===== config.mk =====
export PLATFORM = sky130hd
export DESIGN_NAME = qpt_core
export DESIGN_NICKNAME = d
export VERILOG_FILES = /design/src/hw/qpt_pkg.sv /design/src/hw/qpt_core.sv /design/src/hw/qpt_phase_gen.sv
export VERILOG_INCLUDE_DIRS = /design/src /design/src/hw
export SDC_FILE = /design/constraint.sdc
export NUM_CORES = 1
export LEC_CHECK = 0
export BUFFER_PORTS_ARGS = -buffer_cell sky130_fd_sc_hd__buf_4
export CORE_AREA = 5 5 83 85
export CTS_BUF_LIST = sky130_fd_sc_hd__clkbuf_4 sky130_fd_sc_hd__clkbuf_8 sky130_fd_sc_hd__clkbuf_16
export CTS_CLUSTER_DIAMETER = 150
export DETAILED_ROUTE_END_ITERATION = 7
export DIE_AREA = 0 0 88 90
export PLACE_DENSITY = 0.92
export SYNTH_ARGS = -nofsm -noshare
export SYNTH_HDL_FRONTEND = slang
export SYNTH_SLANG_ARGS = --single-unit

===== constraint.sdc =====
create_clock -name CORE_CLK -period 3.15 [get_ports CORE_CLK]
set_input_delay 0.4725 -clock CORE_CLK [delete_from_list [all_inputs] [get_ports CORE_CLK]]
set_output_delay 0.4725 -clock CORE_CLK [all_outputs]
set_load 0.02 [all_outputs]

===== src/hw/qpt_regs.svh =====
// timing constants for the quad phase fetch/execute block
// assumes a single core clock; included by its bare name
`ifndef QPT_REGS_SVH
`define QPT_REGS_SVH
`define QPT_CLK_MHZ 50
`define QPT_PHASES 4
`define QPT_RESET_VECTOR 12'h000
`define QPT_PC_W 12
`define QPT_INSN_W 12
`define QPT_DATA_W 8
`define QPT_ADDR_W 5
`define QPT_NOP_WORD 12'h000
// oscillator mode field width and internal rc code
`define QPT_OSC_MODE_W 2
`define QPT_OSC_INT_RC 2'h2
`endif


===== src/hw/qpt_pkg.sv =====
// types shared by the quad phase timing block
// assumes qpt_regs.svh is on the include path
`include "qpt_regs.svh"
package qpt_pkg;
    typedef enum logic [1:0] {
        PH_ONE,
        PH_TWO,
        PH_THREE,
        PH_FOUR
    } qpt_phase_t;

    // decoded view of an instruction word, built in the executor
    typedef struct packed {
        logic is_jump;
        logic writes;
        logic [`QPT_ADDR_W-1:0] dst;
        logic [`QPT_ADDR_W-1:0] src;
    } qpt_decode_t;

    // data register file access strobes
    typedef struct packed {
        logic rd_en;
        logic wr_en;
        logic [`QPT_ADDR_W-1:0] addr;
        logic [`QPT_DATA_W-1:0] wdata;
    } qpt_dmem_t;
endpackage


===== src/hw/qpt_core.sv =====
// quad phase fetch/execute timing and two stage pipeline
// assumes asynchronous program memory data and register file read data
// Functional notes
// - clock divided into four sequential phases
// - program counter increments in phase one
// - fetched word captured at phase four
// - decode and execute during phases two-four
// - operand read in phase two
// - result written in phase four
// - fetch overlaps execute, one per cycle
// - jumps take two instruction cycles
// - branch discards prefetched word, fetches target
// - oscillator pin is port bit five only in rc
// - fetching starts at address zero after reset
`timescale 1ns/100ps
module qpt_core
    import qpt_pkg::*;
#(
    parameter int PC_W = `QPT_PC_W,
    parameter int INSN_W = `QPT_INSN_W,
    parameter int DATA_W = `QPT_DATA_W
) (
    input wire logic CORE_CLK,
    input wire logic RST_N,
    input wire logic [`QPT_OSC_MODE_W-1:0] OSC_MODE,
    input wire logic OSC_PIN_IN,
    input wire logic PORT_BIT_FIVE_OUT,
    input wire logic PORT_BIT_FIVE_OE,
    input wire logic [INSN_W-1:0] PMEM_RDATA,
    input wire logic [DATA_W-1:0] DMEM_RDATA,
    output logic [PC_W-1:0] PMEM_ADDR,
    output logic DMEM_RD_EN,
    output logic DMEM_WR_EN,
    output logic [`QPT_ADDR_W-1:0] DMEM_ADDR,
    output logic [DATA_W-1:0] DMEM_WDATA,
    output logic [1:0] PHASE,
    output logic INSN_DONE,
    output logic FLUSH,
    output logic PORT_BIT_FIVE_IN,
    output logic OSC_PIN_OUT,
    output logic OSC_PIN_OE,
    output logic CLK_IN_SEL
);
    // instruction format of this core:
    // [11] jump, [10] write enable, [9:5] dst, [4:0] src
    // for a jump, [9:0] hold the target address
    function automatic qpt_decode_t decode(input logic [INSN_W-1:0] w);
        qpt_decode_t d;
        d.is_jump = w[INSN_W-1];
        d.writes = w[INSN_W-2] & ~w[INSN_W-1];
        d.dst = w[2*`QPT_ADDR_W-1:`QPT_ADDR_W];
        d.src = w[`QPT_ADDR_W-1:0];
        return d;
    endfunction

    qpt_phase_t phase;

    // phase four is decoded locally, so the end-of-cycle flag is unused
    qpt_phase_gen u_phase (
        .clk(CORE_CLK),
        .rst_n(RST_N),
        .phase(phase),
        .cycle_end()
    );

    logic [PC_W-1:0] pc_q, pc_d;
    logic [INSN_W-1:0] fetch_q, fetch_d;
    logic fetch_vld_q, fetch_vld_d;
    logic [INSN_W-1:0] exec_q, exec_d;
    logic exec_vld_q, exec_vld_d;
    logic [DATA_W-1:0] operand_q, operand_d;
    logic jump_pend_q, jump_pend_d;
    logic [PC_W-1:0] target_q, target_d;
    qpt_decode_t dec;
    qpt_decode_t dec_nx;

    assign dec = decode(exec_q);
    // view of the word about to execute, for the phase two read strobe
    assign dec_nx = decode(exec_d);

    // pipeline state
    always_comb begin
        pc_d = pc_q;
        fetch_d = fetch_q;
        fetch_vld_d = fetch_vld_q;
        exec_d = exec_q;
        exec_vld_d = exec_vld_q;
        operand_d = operand_q;
        jump_pend_d = jump_pend_q;
        target_d = target_q;
        case (phase)
            PH_ONE: begin
                // captured word becomes the executing one
                exec_d = fetch_q;
                exec_vld_d = fetch_vld_q;
                if (jump_pend_q) begin
                    pc_d = target_q;
                    jump_pend_d = 1'b0;
                end else begin
                    pc_d = pc_q + 1'b1;
                end
            end
            PH_TWO: begin
                if (exec_vld_q) begin
                    operand_d = DMEM_RDATA;
                end
            end
            PH_THREE: begin
                if (exec_vld_q && dec.is_jump) begin
                    target_d = PC_W'(exec_q[INSN_W-3:0]);
                    jump_pend_d = 1'b1;
                end
            end
            PH_FOUR: begin
                if (jump_pend_q) begin
                    // prefetched word is dropped, slot runs as a nop
                    fetch_d = `QPT_NOP_WORD;
                    fetch_vld_d = 1'b0;
                end else begin
                    fetch_d = PMEM_RDATA;
                    fetch_vld_d = 1'b1;
                end
            end
            default: begin
                pc_d = pc_q;
            end
        endcase
    end

    always_ff @(posedge CORE_CLK or negedge RST_N) begin
        if (!RST_N) begin
            // pc holds one below zero so the first phase one fetches 0
            pc_q <= {PC_W{1'b1}};
            fetch_q <= `QPT_NOP_WORD;
            fetch_vld_q <= 1'b0;
            exec_q <= `QPT_NOP_WORD;
            exec_vld_q <= 1'b0;
            operand_q <= '0;
            jump_pend_q <= 1'b0;
            target_q <= `QPT_RESET_VECTOR;
        end else begin
            pc_q <= pc_d;
            fetch_q <= fetch_d;
            fetch_vld_q <= fetch_vld_d;
            exec_q <= exec_d;
            exec_vld_q <= exec_vld_d;
            operand_q <= operand_d;
            jump_pend_q <= jump_pend_d;
            target_q <= target_d;
        end
    end

    // registered outputs, computed one edge ahead of the phase they mark
    qpt_phase_t next_phase;
    qpt_dmem_t dmem_d, dmem_q;
    logic done_d, done_q, flush_d, flush_q;
    logic rc_mode;

    always_comb begin
        case (phase)
            PH_ONE: next_phase = PH_TWO;
            PH_TWO: next_phase = PH_THREE;
            PH_THREE: next_phase = PH_FOUR;
            PH_FOUR: next_phase = PH_ONE;
            default: next_phase = PH_ONE;
        endcase
        dmem_d = '0;
        dmem_d.addr = dec.src;
        done_d = 1'b0;
        flush_d = 1'b0;
        // read strobe stands through phase two of a live slot
        if (next_phase == PH_TWO && exec_vld_d) begin
            dmem_d.rd_en = 1'b1;
            dmem_d.addr = dec_nx.src;
        end
        if (next_phase == PH_FOUR && exec_vld_q && dec.writes) begin
            dmem_d.wr_en = 1'b1;
            dmem_d.addr = dec.dst;
            dmem_d.wdata = operand_q;
        end
        if (next_phase == PH_FOUR && exec_vld_q && !dec.is_jump) begin
            done_d = 1'b1;
        end
        if (next_phase == PH_FOUR && jump_pend_d) begin
            flush_d = 1'b1;
        end
        // no completion is flagged for a jump or for its flushed slot
        if (next_phase == PH_FOUR && !exec_vld_q && jump_pend_q == 1'b0
            && fetch_vld_q == 1'b0 && exec_q == `QPT_NOP_WORD) begin
            done_d = 1'b0;
        end
    end

    assign rc_mode = (OSC_MODE == `QPT_OSC_INT_RC);

    always_ff @(posedge CORE_CLK or negedge RST_N) begin
        if (!RST_N) begin
            dmem_q <= '0;
            done_q <= 1'b0;
            flush_q <= 1'b0;
            PORT_BIT_FIVE_IN <= 1'b0;
            OSC_PIN_OUT <= 1'b0;
            OSC_PIN_OE <= 1'b0;
            CLK_IN_SEL <= 1'b1;
        end else begin
            dmem_q <= dmem_d;
            done_q <= done_d;
            flush_q <= flush_d;
            // pin is general i/o only in internal rc mode
            PORT_BIT_FIVE_IN <= rc_mode & OSC_PIN_IN;
            OSC_PIN_OUT <= rc_mode & PORT_BIT_FIVE_OUT;
            OSC_PIN_OE <= rc_mode & PORT_BIT_FIVE_OE;
            CLK_IN_SEL <= ~rc_mode;
        end
    end

    assign PMEM_ADDR = pc_q;
    assign PHASE = phase;
    assign DMEM_RD_EN = dmem_q.rd_en;
    assign DMEM_WR_EN = dmem_q.wr_en;
    assign DMEM_ADDR = dmem_q.addr;
    assign DMEM_WDATA = dmem_q.wdata;
    assign INSN_DONE = done_q;
    assign FLUSH = flush_q;
endmodule


===== src/hw/qpt_phase_gen.sv =====
// four phase generator: divides the core clock by four
// assumes a single clock domain and an async active low reset
`timescale 1ns/100ps
module qpt_phase_gen
    import qpt_pkg::*;
(
    input wire logic clk,
    input wire logic rst_n,
    output qpt_phase_t phase,
    output logic cycle_end
);
    qpt_phase_t phase_q, phase_d;

    always_comb begin
        case (phase_q)
            PH_ONE: phase_d = PH_TWO;
            PH_TWO: phase_d = PH_THREE;
            PH_THREE: phase_d = PH_FOUR;
            PH_FOUR: phase_d = PH_ONE;
            default: phase_d = PH_ONE;
        endcase
    end

    always_ff @(posedge clk or negedge rst_n) begin
        if (!rst_n) begin
            phase_q <= PH_ONE;
        end else begin
            phase_q <= phase_d;
        end
    end

    assign phase = phase_q;
    assign cycle_end = (phase_q == PH_FOUR);
endmodule


Word-level counts from Yosys, hierarchy flattened
Index checks and enable logic that the tools add are counted.
- multipliers: 0
- bitwise operators: 8
- shift operators: 0
- equal/unequal tests: 6
- add/subtract/negate cells: 1
- multiplexer cells: 14
- $lt $le $gt $ge: 0
- div/mod/pow operators: 0
- reduce and logical (&&, ||, !) cells: 16
- operator list (kind ; number):
    12-bit 2-to-1 mux ; 2
    14-bit 2-to-1 mux ; 1
    12-bit by 1-bit adder with 12-bit output, second input constant ; 1
    12-bit logical NOT ; 1
    1-bit logical AND ; 10
    5-bit 2-to-1 mux ; 2
    2-bit equality test, second input constant ; 4
    2-bit case mux with 4 select lines ; 1
    1-bit 2-to-1 mux ; 7
    1-bit bitwise AND ; 4
    2-bit by 1-bit equality test with 1-bit output, second input constant ; 2
    1-bit NOT ; 4
    2-bit AND reduction ; 2
    1-bit logical NOT ; 2
    2-bit logical NOT ; 1
    1-bit case mux with 2 select lines ; 1
- memory bits (read-only): 0
- memories kept: 0
- bits of input ports: 27
- output and inout port bits: 35
- bits in writable memories: 0
- register bits after elaboration: 80
- bits in latches: 0

Logic depth before layout (Yosys ltp)
Gate-level depths: netlist of run 1.
- depth in word-level cells: 8
- mapped depth: 8

By module
A second synthesis of run 1 with hierarchy kept.
- cell total of the unflattened synthesis: 300
- area, all modules: 3268.1 µm²
- modules (own cells, without submodules) (module ; cells each ; sequential area each (µm²) ; area each (µm²) ; times used):
    qpt_core ; 292 ; 1968.1 ; 3166.8 ; 1
    qpt_phase_gen ; 8 ; 50.0 ; 101.3 ; 1

Least setup slack after synthesis of run 1
OpenSTA, ideal clock, no wires.
- kind: register to register
- from: register u_phase.phase_q[0], in the netlist u_phase.phase[0]
- to: register dmem_q (netlist bit DMEM_ADDR[4])
- cell stages (with the launch flop): 8
- arrival: 1.549 ns
- path slack: 1.475 ns
- path buffers: 2
- clock period less this slack: 1.675 ns
- setup time: 0.125 ns
- path through: dfrtp_1 inv_1 ha_1 buf_6 buf_6 mux2_2 nor3_1 o31ai_1
- RTL lines (item ; RTL line ; source):
    start: declaration ; qpt_phase_gen.sv:12 ; qpt_phase_t phase_q, phase_d;
    start signal: assignment ; qpt_phase_gen.sv:28 ; phase_q <= phase_d;
    end signal: assignment ; qpt_core.sv:206 ; dmem_q <= dmem_d;
    end: declaration ; qpt_core.sv:155 ; qpt_dmem_t dmem_d, dmem_q;

Final worst setup path of run 1
- from: register u_phase.phase_q[0], in the netlist u_phase.phase[0]
- to: register flush_q, in the netlist FLUSH
- cells in the longest elaborated chain, start to end: 5
- elaborated cells between the ends (all ways): 9
- classes of those cells: 4 x eq/ne; 3 x mux; 2 x reduce/logical
- RTL lines (item ; RTL line ; source):
    2-bit equality test, or another cell as far along ; -- ;
    2-bit case mux with 4 select lines ; qpt_core.sv:160 ; case (phase)
    2-bit equality test ; qpt_core.sv:184 ; if (next_phase == PH_FOUR && jump_pend_d) begin
    1-bit logical AND * ; qpt_core.sv:184 ;
    1-bit 2-to-1 mux * ; qpt_core.sv:184 ;
    named net flush_d ; qpt_core.sv:156 ; logic done_d, done_q, flush_d, flush_q;
    end signal: assignment ; qpt_core.sv:208 ; flush_q <= flush_d;
    end: declaration ; qpt_core.sv:156 ;
The timed path passes the listed nets; every way through them passes the cells marked *.
A chain may end at the register's enable or synchronous reset.

==> results_dict.tcl, run 1 <==
set metrics [dict create \
    synthArstFlopShare_pct 100 \
    critPathBufInv 3 \
    drc_errors 1 \
    h-tree-depth 3 \
    worstSetupPathType "reg2reg" \
    insertedDiodeCount 0 \
    grt_max_degree 81 \
    fin_skew_ns 0.00596 \
    io_pins 62 \
    critPathRequiredTime_ns 3.35 \
    fp.dieW_um 88 \
    core-area_mm2 0.00613 \
    cts_sinks 80 \
    yosysMostFrequentCell "dfrtp_1" \
    slew_headroom_pct 35.0 \
    r2r_cells 6 \
    tightest_slew_ns 0.975 \
    yosysTopAreaCell "dfrtp_1" \
    dp_slack_ns 0.979 \
    ir_worst_vdd_mv 0.394 \
    post_synth_inst_count 276 \
    synth-edff-count 0 \
    cp.arrival_ns 2.43 \
    wl_um 7200 \
    fmaxAchievable_ghz 0.449 \
    num-nets-final 367 \
    synth_common_cells "67 x dfrtp_1, 30 x mux2_2, 14 x nand2_1" \
    numCtsBuffers 9 \
    cts_tree "built" \
    ys_seq_elements 80 \
    grt_overflow 0 \
    dr.pass1.iters 6 \
    finalWorstSetupSlack_ns 0.921 \
    drive_above_1_share_pct 41.1 \
    synth.area.mux_share_pct 11.1 \
    report.final.hold_viol_count 0 \
    clock_latency_ns 0.35 \
    synth_area_mm2 0.00345 \
    clk_pin_slew_ns 0.08 \
    place_congestion 0.795 \
    ctsHoldBuffers 0 \
    syn_area_per_cell_um2 12.5 \
    cts_root_buffer "clkbuf_8" \
    hold_ws_ns 0.270 \
    synth.distinct_cells 48 \
    setup_tns_ns 0 \
    synthAdderAreaFrac_pct 2.54 \
    route.vias.total 2376 \
    min_period_ns 2.23 \
    crit_chain "inv_1 > ha_1 > buf_4 > inv_1 > o21ai_0 > a21boi_0" \
    start_util_pct 56.2 \
    rows 29 \
    postCtsResizedCells 0 \
    yosysTopAreaCellShare_pct 48.6 \
    crit_slowest_cell "ha_1" \
    status "complete, but fails checks" \
    hpwlAfterDp_um 4990 \
    wl_per_cell_um 17.3 \
    rrSetupSlack_ns 0.92 \
    port_buffers 61 \
    synth_top_family_by_area "simple AND/OR/NAND/NOR gates" \
    fillCellCount 445 \
    end_kind "flip-flop" \
    syn2layout_area_growth_pct 20.5 \
    grt_util_all_layers_pct 18.9 \
    grt_antenna_before_repair 0 \
    synth_ff_type "dfrtp_1" \
    synth_warnings 0 \
    yosysSeqAreaShare_pct 58.5 \
    drt_iter0_drc 172 \
    synth_area_leaders "dfrtp_1 49%, dfstp_2 9.9%, mux2_2 9.8%" \
    startpoint_type "flip-flop" \
    reg2reg_from "u_phase.phase[0]$_DFF_PN0_" \
    fin_crit_sh_pct 70.8 \
    dieHeight_um 90 \
    cts.path.max_buffers 2 \
    layout.cells.non_filler 415 \
    synth_compound_area_share_pct 11.6 \
    post-cts-setup-buffers 0 \
    cp_top_family "buffers and inverters" \
    worstPathMaxFanout 21 \
    setup_violations 0 \
    die_area_mm2 0.00792 \
    synth_nets 310 \
    slew_violations 0 \
    violations "design-rule violations" \
    rsz0062_at_grt "no" \
    r2r-end "FLUSH$_DFF_PN0_" \
    via_per_inst 5.73 \
    grt_first_pass_wirelength_um 11600 \
    grt_pass1_vias 2317 \
    synth_xor_area_share_pct 0 \
    synth_simple_gate_area_share_pct 12.5 \
    dp.cells 399 \
    min_path_type "in2async" \
    slowest_delay_ns 0.65 \
    maxCapViolCount 0 \
    p_leak_nw 1.91 \
    pwr_density_cell_mw_per_mm2 635 \
    final_antenna_net_count 0 \
    critPathMostFrequentCell "inv_1" \
]
-- kinds of logic (layout without fill, tap and decap cells) --
kind of cell | count (synthesis) | in the layout
flops | 80 | 80
simple gates | 79 | 79
compound gates | 53 | 53
mux | 33 | 33
buf+inv | 24 | 86
fa+ha+maj | 7 | 7
-- per-stage QoR --
| step | util (%) | power [mW] | instance area [um2] |
|---|---|---|---|
| detailed placement | 63.8 | 1.77 | 3910 |
| finish | 67.7 | 2.64 | 4150 |
| floorplan | - | 1.57 | 3450 |
| global placement | 63.8 | 1.75 | 3910 |
| global route | 67.7 | 2.74 | 4150 |
| CTS | 67.7 | 2.65 | 4150 |
-- flip-flops by register name (all words and copies together) (netlist names), 2 cells and up --
signal and flops:
exec_q 12, target_q 10, u_phase.phase 2, DMEM_WDATA 8, DMEM_ADDR 5, PMEM_ADDR 12, fetch_q 12, operand_q 8
-- layout by cell type, fill, tap and decap left out, types with 2 or more instances in the layout --
cell       instances
dfrtp_1           67
buf_4             62
mux2_2            30
nand2_1           14
dfstp_2           13
nor2b_1           13
a31o_2            12
clkbuf_8          12
nand3_1           11
a21oi_1           11
and2_1            11
inv_1              7
nor2_1             7
o31ai_1            7
ha_1               7
o21ai_0            6
nor3_1             6
and3_1             5
nand2b_1           3
o311ai_1           3
o311ai_0           2
nor4_1             2
bufinv_16          2
clkbuf_4           2
-- metal layers --
metal  global-route usage [%]  routed length, um  vias to the layer above  share of wire [%]
li1                         -                  -                     1102                  -
met1                     25.9               2940                     1174                 41
met2                     29.1               3700                       90                 51
met3                     2.74                443                       10                6.2
met4                     9.59                116                        0                1.6
met5                        0                  0                        -                  0
-- power by group --
part	switching (mW)	leakage, nW	internal, mW
logic	0.220	0.814	0.220
registers	0.129	0.973	1.19
clock network	0.353	0.124	0.530
-- area by class of cell --
type	instances	area [um2]	area share, %
multi-input cells	172	1300	31.3
clock buffers	14	180	4.34
inverters	8	32.5	0.783
repair buffers	62	465	11.2
flip-flops and latches	80	2020	48.6
clock inverters	2	60.1	1.45
well taps	77	96.3	2.32
-- how the worst max path moves through the flow --
stage                          startpoint                     end  slack [ns]  depth (start not counted)
2_1_floorplan  u_phase.phase[0]$_DFF_PN0_  DMEM_ADDR[4]$_DFF_PN0_        1.48                          7
3_3_place_gp   u_phase.phase[0]$_DFF_PN0_         FLUSH$_DFF_PN0_        1.08                          6
3_5_place_dp   u_phase.phase[0]$_DFF_PN0_         FLUSH$_DFF_PN0_        0.98                          6
4_1_cts        u_phase.phase[0]$_DFF_PN0_         FLUSH$_DFF_PN0_        0.93                          6
5_1_grt        u_phase.phase[1]$_DFF_PN0_         FLUSH$_DFF_PN0_        0.77                          6
6_report       u_phase.phase[0]$_DFF_PN0_         FLUSH$_DFF_PN0_        0.92                          6
No activity file was read; power rests on OpenSTA's default activity.
==> run 2, diff against run 1 <==
--- a/config.mk
+++ b/config.mk
@@ -6,13 +6,14 @@
 export SDC_FILE = /design/constraint.sdc
 export NUM_CORES = 1
 export LEC_CHECK = 0
+export ABC_AREA = 1
 export BUFFER_PORTS_ARGS = -buffer_cell sky130_fd_sc_hd__buf_4
-export CORE_AREA = 5 5 83 85
+export CORE_AREA = 5 5 89 91
 export CTS_BUF_LIST = sky130_fd_sc_hd__clkbuf_4 sky130_fd_sc_hd__clkbuf_8 sky130_fd_sc_hd__clkbuf_16
 export CTS_CLUSTER_DIAMETER = 150
 export DETAILED_ROUTE_END_ITERATION = 7
-export DIE_AREA = 0 0 88 90
-export PLACE_DENSITY = 0.92
+export DIE_AREA = 0 0 94 96
+export PLACE_DENSITY = 0.83
 export SYNTH_ARGS = -nofsm -noshare
 export SYNTH_HDL_FRONTEND = slang
 export SYNTH_SLANG_ARGS = --single-unit
==> constraint.sdc (replaced) <==
create_clock -name CORE_CLK -period 2 [get_ports CORE_CLK]
set_input_delay 0.3 -clock CORE_CLK [delete_from_list [all_inputs] [get_ports CORE_CLK]]
set_output_delay 0.3 -clock CORE_CLK [all_outputs]
set_load 0.02 [all_outputs]
==> run 2 against run 1 <==
The flow now finishes without violations; fmax up 26%; critical path depth up 2; die area up 14%; power up 47%; sequential cell count unchanged; core utilization down 9.7 points; area after synthesis down 3.6%; worst hold slack worse by 0.12 ns.
==> results_dict.tcl, run 2 <==
set metrics [dict create \
    synth_area_mm2 0.00332 \
    synth.distinct_cells 28 \
    slew_headroom_pct 52.5 \
    rows 31 \
    route.vias.total 2498 \
    maxCapViolCount 0 \
    postCtsResizedCells 0 \
    cts.path.max_buffers 2 \
    synth-edff-count 0 \
    fp.dieW_um 94 \
    worstPathMaxFanout 11 \
    clock_latency_ns 0.33 \
    setup_tns_ns 0 \
    clk_pin_slew_ns 0.07 \
    dr.pass1.iters 4 \
    insertedDiodeCount 0 \
    rsz0062_at_grt "no" \
    min_period_ns 1.76 \
    critPathRequiredTime_ns 2.26 \
    slowest_delay_ns 0.40 \
    port_buffers 61 \
    yosysSeqAreaShare_pct 60.7 \
    fin_crit_sh_pct 88.2 \
    via_per_inst 4.71 \
    crit_chain "inv_1 > ha_1 > buf_4 > nand2_2 > inv_1 > or2_2 > a21oi_1 > nor2_1" \
    dp_slack_ns 0.254 \
    wl_um 6580 \
    fin_skew_ns 0.00850 \
    tightest_slew_ns 0.712 \
    place_congestion 0.893 \
    yosysTopAreaCell "dfrtp_1" \
    synth_common_cells "71 x nand2_1, 67 x dfrtp_1, 52 x inv_1" \
    dieHeight_um 96 \
    drive_above_1_share_pct 24.1 \
    grt_antenna_before_repair 0 \
    numCtsBuffers 9 \
    h-tree-depth 3 \
    synth_area_leaders "dfrtp_1 50%, dfstp_2 10%, nand2_1 8.0%" \
    syn2layout_area_growth_pct 23.3 \
    grt_max_degree 49 \
    die_area_mm2 0.00902 \
    drt_iter0_drc 104 \
    layout_common_cells "71 x nand2_1, 67 x dfrtp_1, 64 x buf_4" \
    cts_sinks 80 \
    post_synth_inst_count 362 \
    io_pins 62 \
    grt_util_all_layers_pct 15.5 \
    report.final.hold_viol_count 0 \
    start_util_pct 47.1 \
    slew_violations 0 \
    worstSetupPathType "reg2reg" \
    ir_worst_vdd_mv 0.451 \
    final_common_cell "nand2_1" \
    status "finished, final reports clean" \
    power_mw 3.88 \
    synth_nets 396 \
    synth_warnings 0 \
    finalWorstSetupSlack_ns 0.236 \
    cts_tree "built" \
    reg2reg_from "u_phase.phase[0]$_DFF_PN0_" \
    grt_pass1_vias 2383 \
    end_kind "flip-flop" \
    hpwlAfterDp_um 4950 \
    final_antenna_net_count 0 \
    drc_errors 0 \
    syn_area_per_cell_um2 9.18 \
    min_path_type "in2reg" \
    num-nets-final 460 \
    critPathBufInv 3 \
    yosysMostFrequentCell "nand2_1" \
    critPathLaunch "u_phase.phase[0]$_DFF_PN0_" \
    grt_overflow 0 \
    yosysTopAreaCellShare_pct 50.5 \
    cp.arrival_ns 2.03 \
    cp_top_family "simple AND/OR/NAND/NOR gates" \
    p_leak_nw 2.08 \
    critPathMostFrequentCell "inv_1" \
    setup_violations 0 \
    grt_first_pass_wirelength_um 10900 \
    synthArstFlopShare_pct 100 \
    fmaxAchievable_ghz 0.567 \
    cts_root_buffer "clkbuf_8" \
    startpoint_type "flip-flop" \
    min_from "OSC_MODE[1]" \
    synth_ff_type "dfrtp_1" \
    wl_per_cell_um 12.4 \
    ys_seq_elements 80 \
    core-area_mm2 0.00706 \
    pwr_density_cell_mw_per_mm2 946 \
    crit_slowest_cell "dfrtp_1" \
]
run 2: cell types whose count changed after synthesis, moves of 5 or more:
cell     change
a31o_2      -12
and2_1      -11
and3_1       -5
inv_1       +45
mux2_2      -30
nand2_1     +57
nand3_1     +17
nor2_1      +27
nor2b_1     -13
nor3_1       -5
o21ai_0     +34
o31ai_1      -7
run 2: layer usage:
metal | wire, um | vias to the layer above | track usage (%)
met2 | 3260 | 60 | 25.4
met3 | 326 | 5 | 3.67
met4 | 74 | 0 | 5.17
met5 | 0 | - | 0
li1 | - | 1273 | -
met1 | 2920 | 1160 | 20.5
run 2: path summary, 6_finish.rpt:
check / cells past startpoint / slack, ns / to
max: 8 / 0.24 / PMEM_ADDR[9]$_DFFE_PN1N_
min: 2 / 0.15 / CLK_IN_SEL$_DFF_PN1_
max reg2reg: 8 / 0.24 / PMEM_ADDR[9]$_DFFE_PN1N_
min reg2reg: 1 / 0.47 / INSN_DONE$_DFF_PN0_
max in group asynchronous: 3 / 0.91 / exec_q[11]$_DFFE_PN0N_
min in group asynchronous: 2 / 0.51 / DMEM_WDATA[3]$_DFF_PN0_
run 2: through the flow:
step	instances	hold WS (ns)	util, %	instance area [um2]
floorplan	362	0.00441	-	3320
global placement	513	0.341	55.0	3880
detailed placement	513	0.346	55.0	3880
CTS	530	0.129	58.1	4100
global route	530	0.141	58.1	4100
finish	530	0.148	58.1	4100
run 2: what timing repair did:
| action | in CTS | in global routing |
|---|---|---|
| hold buffers | 1 | 0 |
| hold endpoints to repair | 34 | 0 |
| buffers inserted | 0 | 0 |
run 2: cell families after synthesis:
family	count (synthesis)	share of synthesized area (%)
AND/OR/NAND/NOR	141	17.7
flip-flops	80	60.7
buffers and inverters	68	8.17
AO/OA/AOI/OAI	65	10.5
adder cells (fa/ha/maj)	7	2.64
XOR/XNOR	1	0.264
run 2: layout make-up:
cell class,instances,area [um2]
Clock inverter,5,55.1
Inverter,55,206
Multi-Input combinational cell,214,1030
Sequential cell,80,2020
Tap cell,99,124
Fill cell,623,2960
Clock buffer,11,151
Timing Repair Buffer,66,510
run 2: report_power, final:
part / switching (mW) / leakage, nW / total, mW / internal (mW)
Clock: 0.548 / 0.101 / 1.19 / 0.640
Combinational: 0.372 / 1.01 / 0.648 / 0.276
Sequential: 0.167 / 0.973 / 2.04 / 1.87
run 2: worst reg2reg max path, cell delays in order, from the launching register on:
cell	delay, ns
dfrtp_1	0.40
inv_1	0.11
ha_1	0.24
buf_4	0.18
nand2_2	0.11
inv_1	0.17
or2_2	0.31
a21oi_1	0.12
nor2_1	0.06
==> run 3, diff against run 2 <==
--- a/config.mk
+++ b/config.mk
@@ -7,13 +7,16 @@
 export NUM_CORES = 1
 export LEC_CHECK = 0
 export ABC_AREA = 1
-export BUFFER_PORTS_ARGS = -buffer_cell sky130_fd_sc_hd__buf_4
-export CORE_AREA = 5 5 89 91
+export BUFFER_PORTS_ARGS = -buffer_cell sky130_fd_sc_hd__buf_2
+export CELL_PAD_IN_SITES_DETAIL_PLACEMENT = 1
+export CELL_PAD_IN_SITES_GLOBAL_PLACEMENT = 1
+export CORE_AREA = 5 5 101 103
 export CTS_BUF_LIST = sky130_fd_sc_hd__clkbuf_4 sky130_fd_sc_hd__clkbuf_8 sky130_fd_sc_hd__clkbuf_16
 export CTS_CLUSTER_DIAMETER = 150
 export DETAILED_ROUTE_END_ITERATION = 7
-export DIE_AREA = 0 0 94 96
+export DIE_AREA = 0 0 106 108
 export PLACE_DENSITY = 0.83
+export REMOVE_ABC_BUFFERS = 1
 export SYNTH_ARGS = -nofsm -noshare
 export SYNTH_HDL_FRONTEND = slang
 export SYNTH_SLANG_ARGS = --single-unit
==> run 3 against run 2 <==
Count of clock-buffer cells in the layout stayed put; fmax is 1.5% higher; sequential cell count stayed put; core utilization is 14 points lower; critical path depth is 1 lower; sequential power hardly changed; register-to-register slack better by 0.03 ns; clock skew is 0.0021 ns lower; largest cell class unchanged; routed wire length is 20% higher; clock power is 13% higher; critical endpoint unchanged; critical path type unchanged; largest power group unchanged.
==> results_dict.tcl, run 3 (synthesis gave the netlist of run 2 again) <==
set metrics [dict create \
    status "finished, final reports clean" \
    drc_errors 0 \
    regArea_mm2 0.00202 \
    report.final.hold_viol_count 0 \
    cp.arrival_ns 2.01 \
    place_congestion 0.811 \
    grt_overflow 0 \
    rows 35 \
    startpoint_type "flip-flop" \
    maxCapViolCount 0 \
    grt_max_degree 44 \
    fin_crit_sh_pct 86.9 \
    r2r_cells 7 \
    fin_skew_ns 0.00643 \
    multi_input_area_mm2 0.00103 \
    pwr_density_cell_mw_per_mm2 998 \
    dr.pass1.iters 4 \
    end_kind "flip-flop" \
    wl_per_cell_um 14.6 \
    port_buffers 61 \
    dp_slack_ns 0.268 \
    setup_violations 0 \
    cts_root_buffer "clkbuf_8" \
    final_common_cell "nand2_1" \
    grt_first_pass_wirelength_um 13800 \
    syn2layout_area_growth_pct 20.4 \
    drive_above_1_share_pct 24.3 \
    slew_headroom_pct 49.3 \
    die_area_mm2 0.0114 \
    fillCellCount 1109 \
    layout_common_cells "71 x nand2_1, 67 x dfrtp_1, 60 x buf_2" \
    min_period_ns 1.74 \
    cts.path.max_buffers 2 \
    insertedDiodeCount 0 \
    worstPathMaxFanout 11 \
    h-tree-depth 3 \
    power_mw 3.99 \
    grt_util_all_layers_pct 15.2 \
    finish.utilization_pct 43.9 \
    numCtsBuffers 9 \
    dieHeight_um 108 \
    clk_pin_slew_ns 0.08 \
    io_pins 62 \
    clock_latency_ns 0.34 \
    fmaxAchievable_ghz 0.576 \
    slew_violations 0 \
    start_util_pct 36.5 \
    finalWorstSetupSlack_ns 0.263 \
    fp.dieW_um 106 \
    min_path_type "in2reg" \
    layout.cells.non_filler 543 \
    cts_tree "built" \
    hpwlAfterDp_um 6090 \
    tightest_slew_ns 0.760 \
    final_cell_area_mm2 0.00400 \
    cts_sinks 80 \
    via_per_inst 4.70 \
    placed_cell_area_mm2 0.00376 \
    wl_um 7930 \
    p_leak_nw 2.06 \
    num-nets-final 462 \
    drt_iter0_drc 109 \
    ir_worst_vdd_mv 0.301 \
    critPathRequiredTime_ns 2.27 \
    core-area_mm2 0.00911 \
    holdPathStages 2 \
    final_antenna_net_count 0 \
    grt_pass1_vias 2854 \
    rsz0062_at_grt "no" \
    worstSetupPathType "reg2reg" \
    grt_antenna_before_repair 0 \
    route.vias.total 2553 \
    dp.cells 527 \
]
## run 3: cell count changes in the layout (fill, tap and decap cells not counted), sizes merged
cell / change
inv: +1
bufinv: +1
clkinv: -2
buf: +2
clkinvlp: -1
## run 3: timing repair
action                     4_1_cts  5_1_grt
setup endpoints to repair        0        0
hold endpoints to repair        25        0
buffers inserted                 0        0
gates resized for setup          0        0
hold buffers                     1        0
## run 3: path summary, 6_finish.rpt
check / from / endpoint / slack [ns]
max: u_phase.phase[1]$_DFF_PN0_ / PMEM_ADDR[9]$_DFFE_PN1N_ / 0.26
min: OSC_MODE[1] / CLK_IN_SEL$_DFF_PN1_ / 0.14
max reg2reg: u_phase.phase[1]$_DFF_PN0_ / PMEM_ADDR[9]$_DFFE_PN1N_ / 0.26
min reg2reg: exec_q[11]$_DFFE_PN0N_ / INSN_DONE$_DFF_PN0_ / 0.48
max in group asynchronous: RST_N / CLK_IN_SEL$_DFF_PN1_ / 0.87
min in group asynchronous: RST_N / fetch_q[10]$_DFFE_PN0N_ / 0.47
## run 3: worst max-delay path, stage by stage, from the launching register on
cell,delay (ns)
dfrtp_1,0.43
inv_1,0.11
ha_1,0.26
nand2_2,0.15
inv_1,0.19
or2_2,0.33
a21oi_1,0.13
nor2_1,0.06
## run 3: final cells by class
cell class | count | share of cell area, %
sequential | 80 | 50.5
timing repair buffer | 68 | 9.38
multi-input combinational | 214 | 25.8
clock inverter | 4 | 1.91
inverter | 55 | 5.16
clock buffer | 11 | 3.78
tap | 111 | 3.47
## run 3: metal layers
metal	track usage [%]	vias to the layer above	share of wire, %
met5	0	-	0
met3	2.21	10	2.1
met2	27.1	43	53
li1	-	1265	-
met4	6.48	0	1.6
met1	18.4	1235	43
## run 3: through the flow
| stage | hold slack, ns | setup TNS (ns) |
|---|---|---|
| 2_1_floorplan | 0.00441 | -0.550 |
| 3_3_place_gp | 0.300 | 0 |
| 3_5_place_dp | 0.309 | 0 |
| 4_1_cts | 0.128 | 0 |
| 5_1_grt | 0.156 | 0 |
| 6_report | 0.141 | 0 |
## run 3: where the power goes
part / total [mW] / internal, mW / switching, mW
logic: 0.600 / 0.212 / 0.387
clock network: 1.35 / 0.769 / 0.585
registers: 2.04 / 1.87 / 0.165
total: 3.99 / 2.85 / 1.14
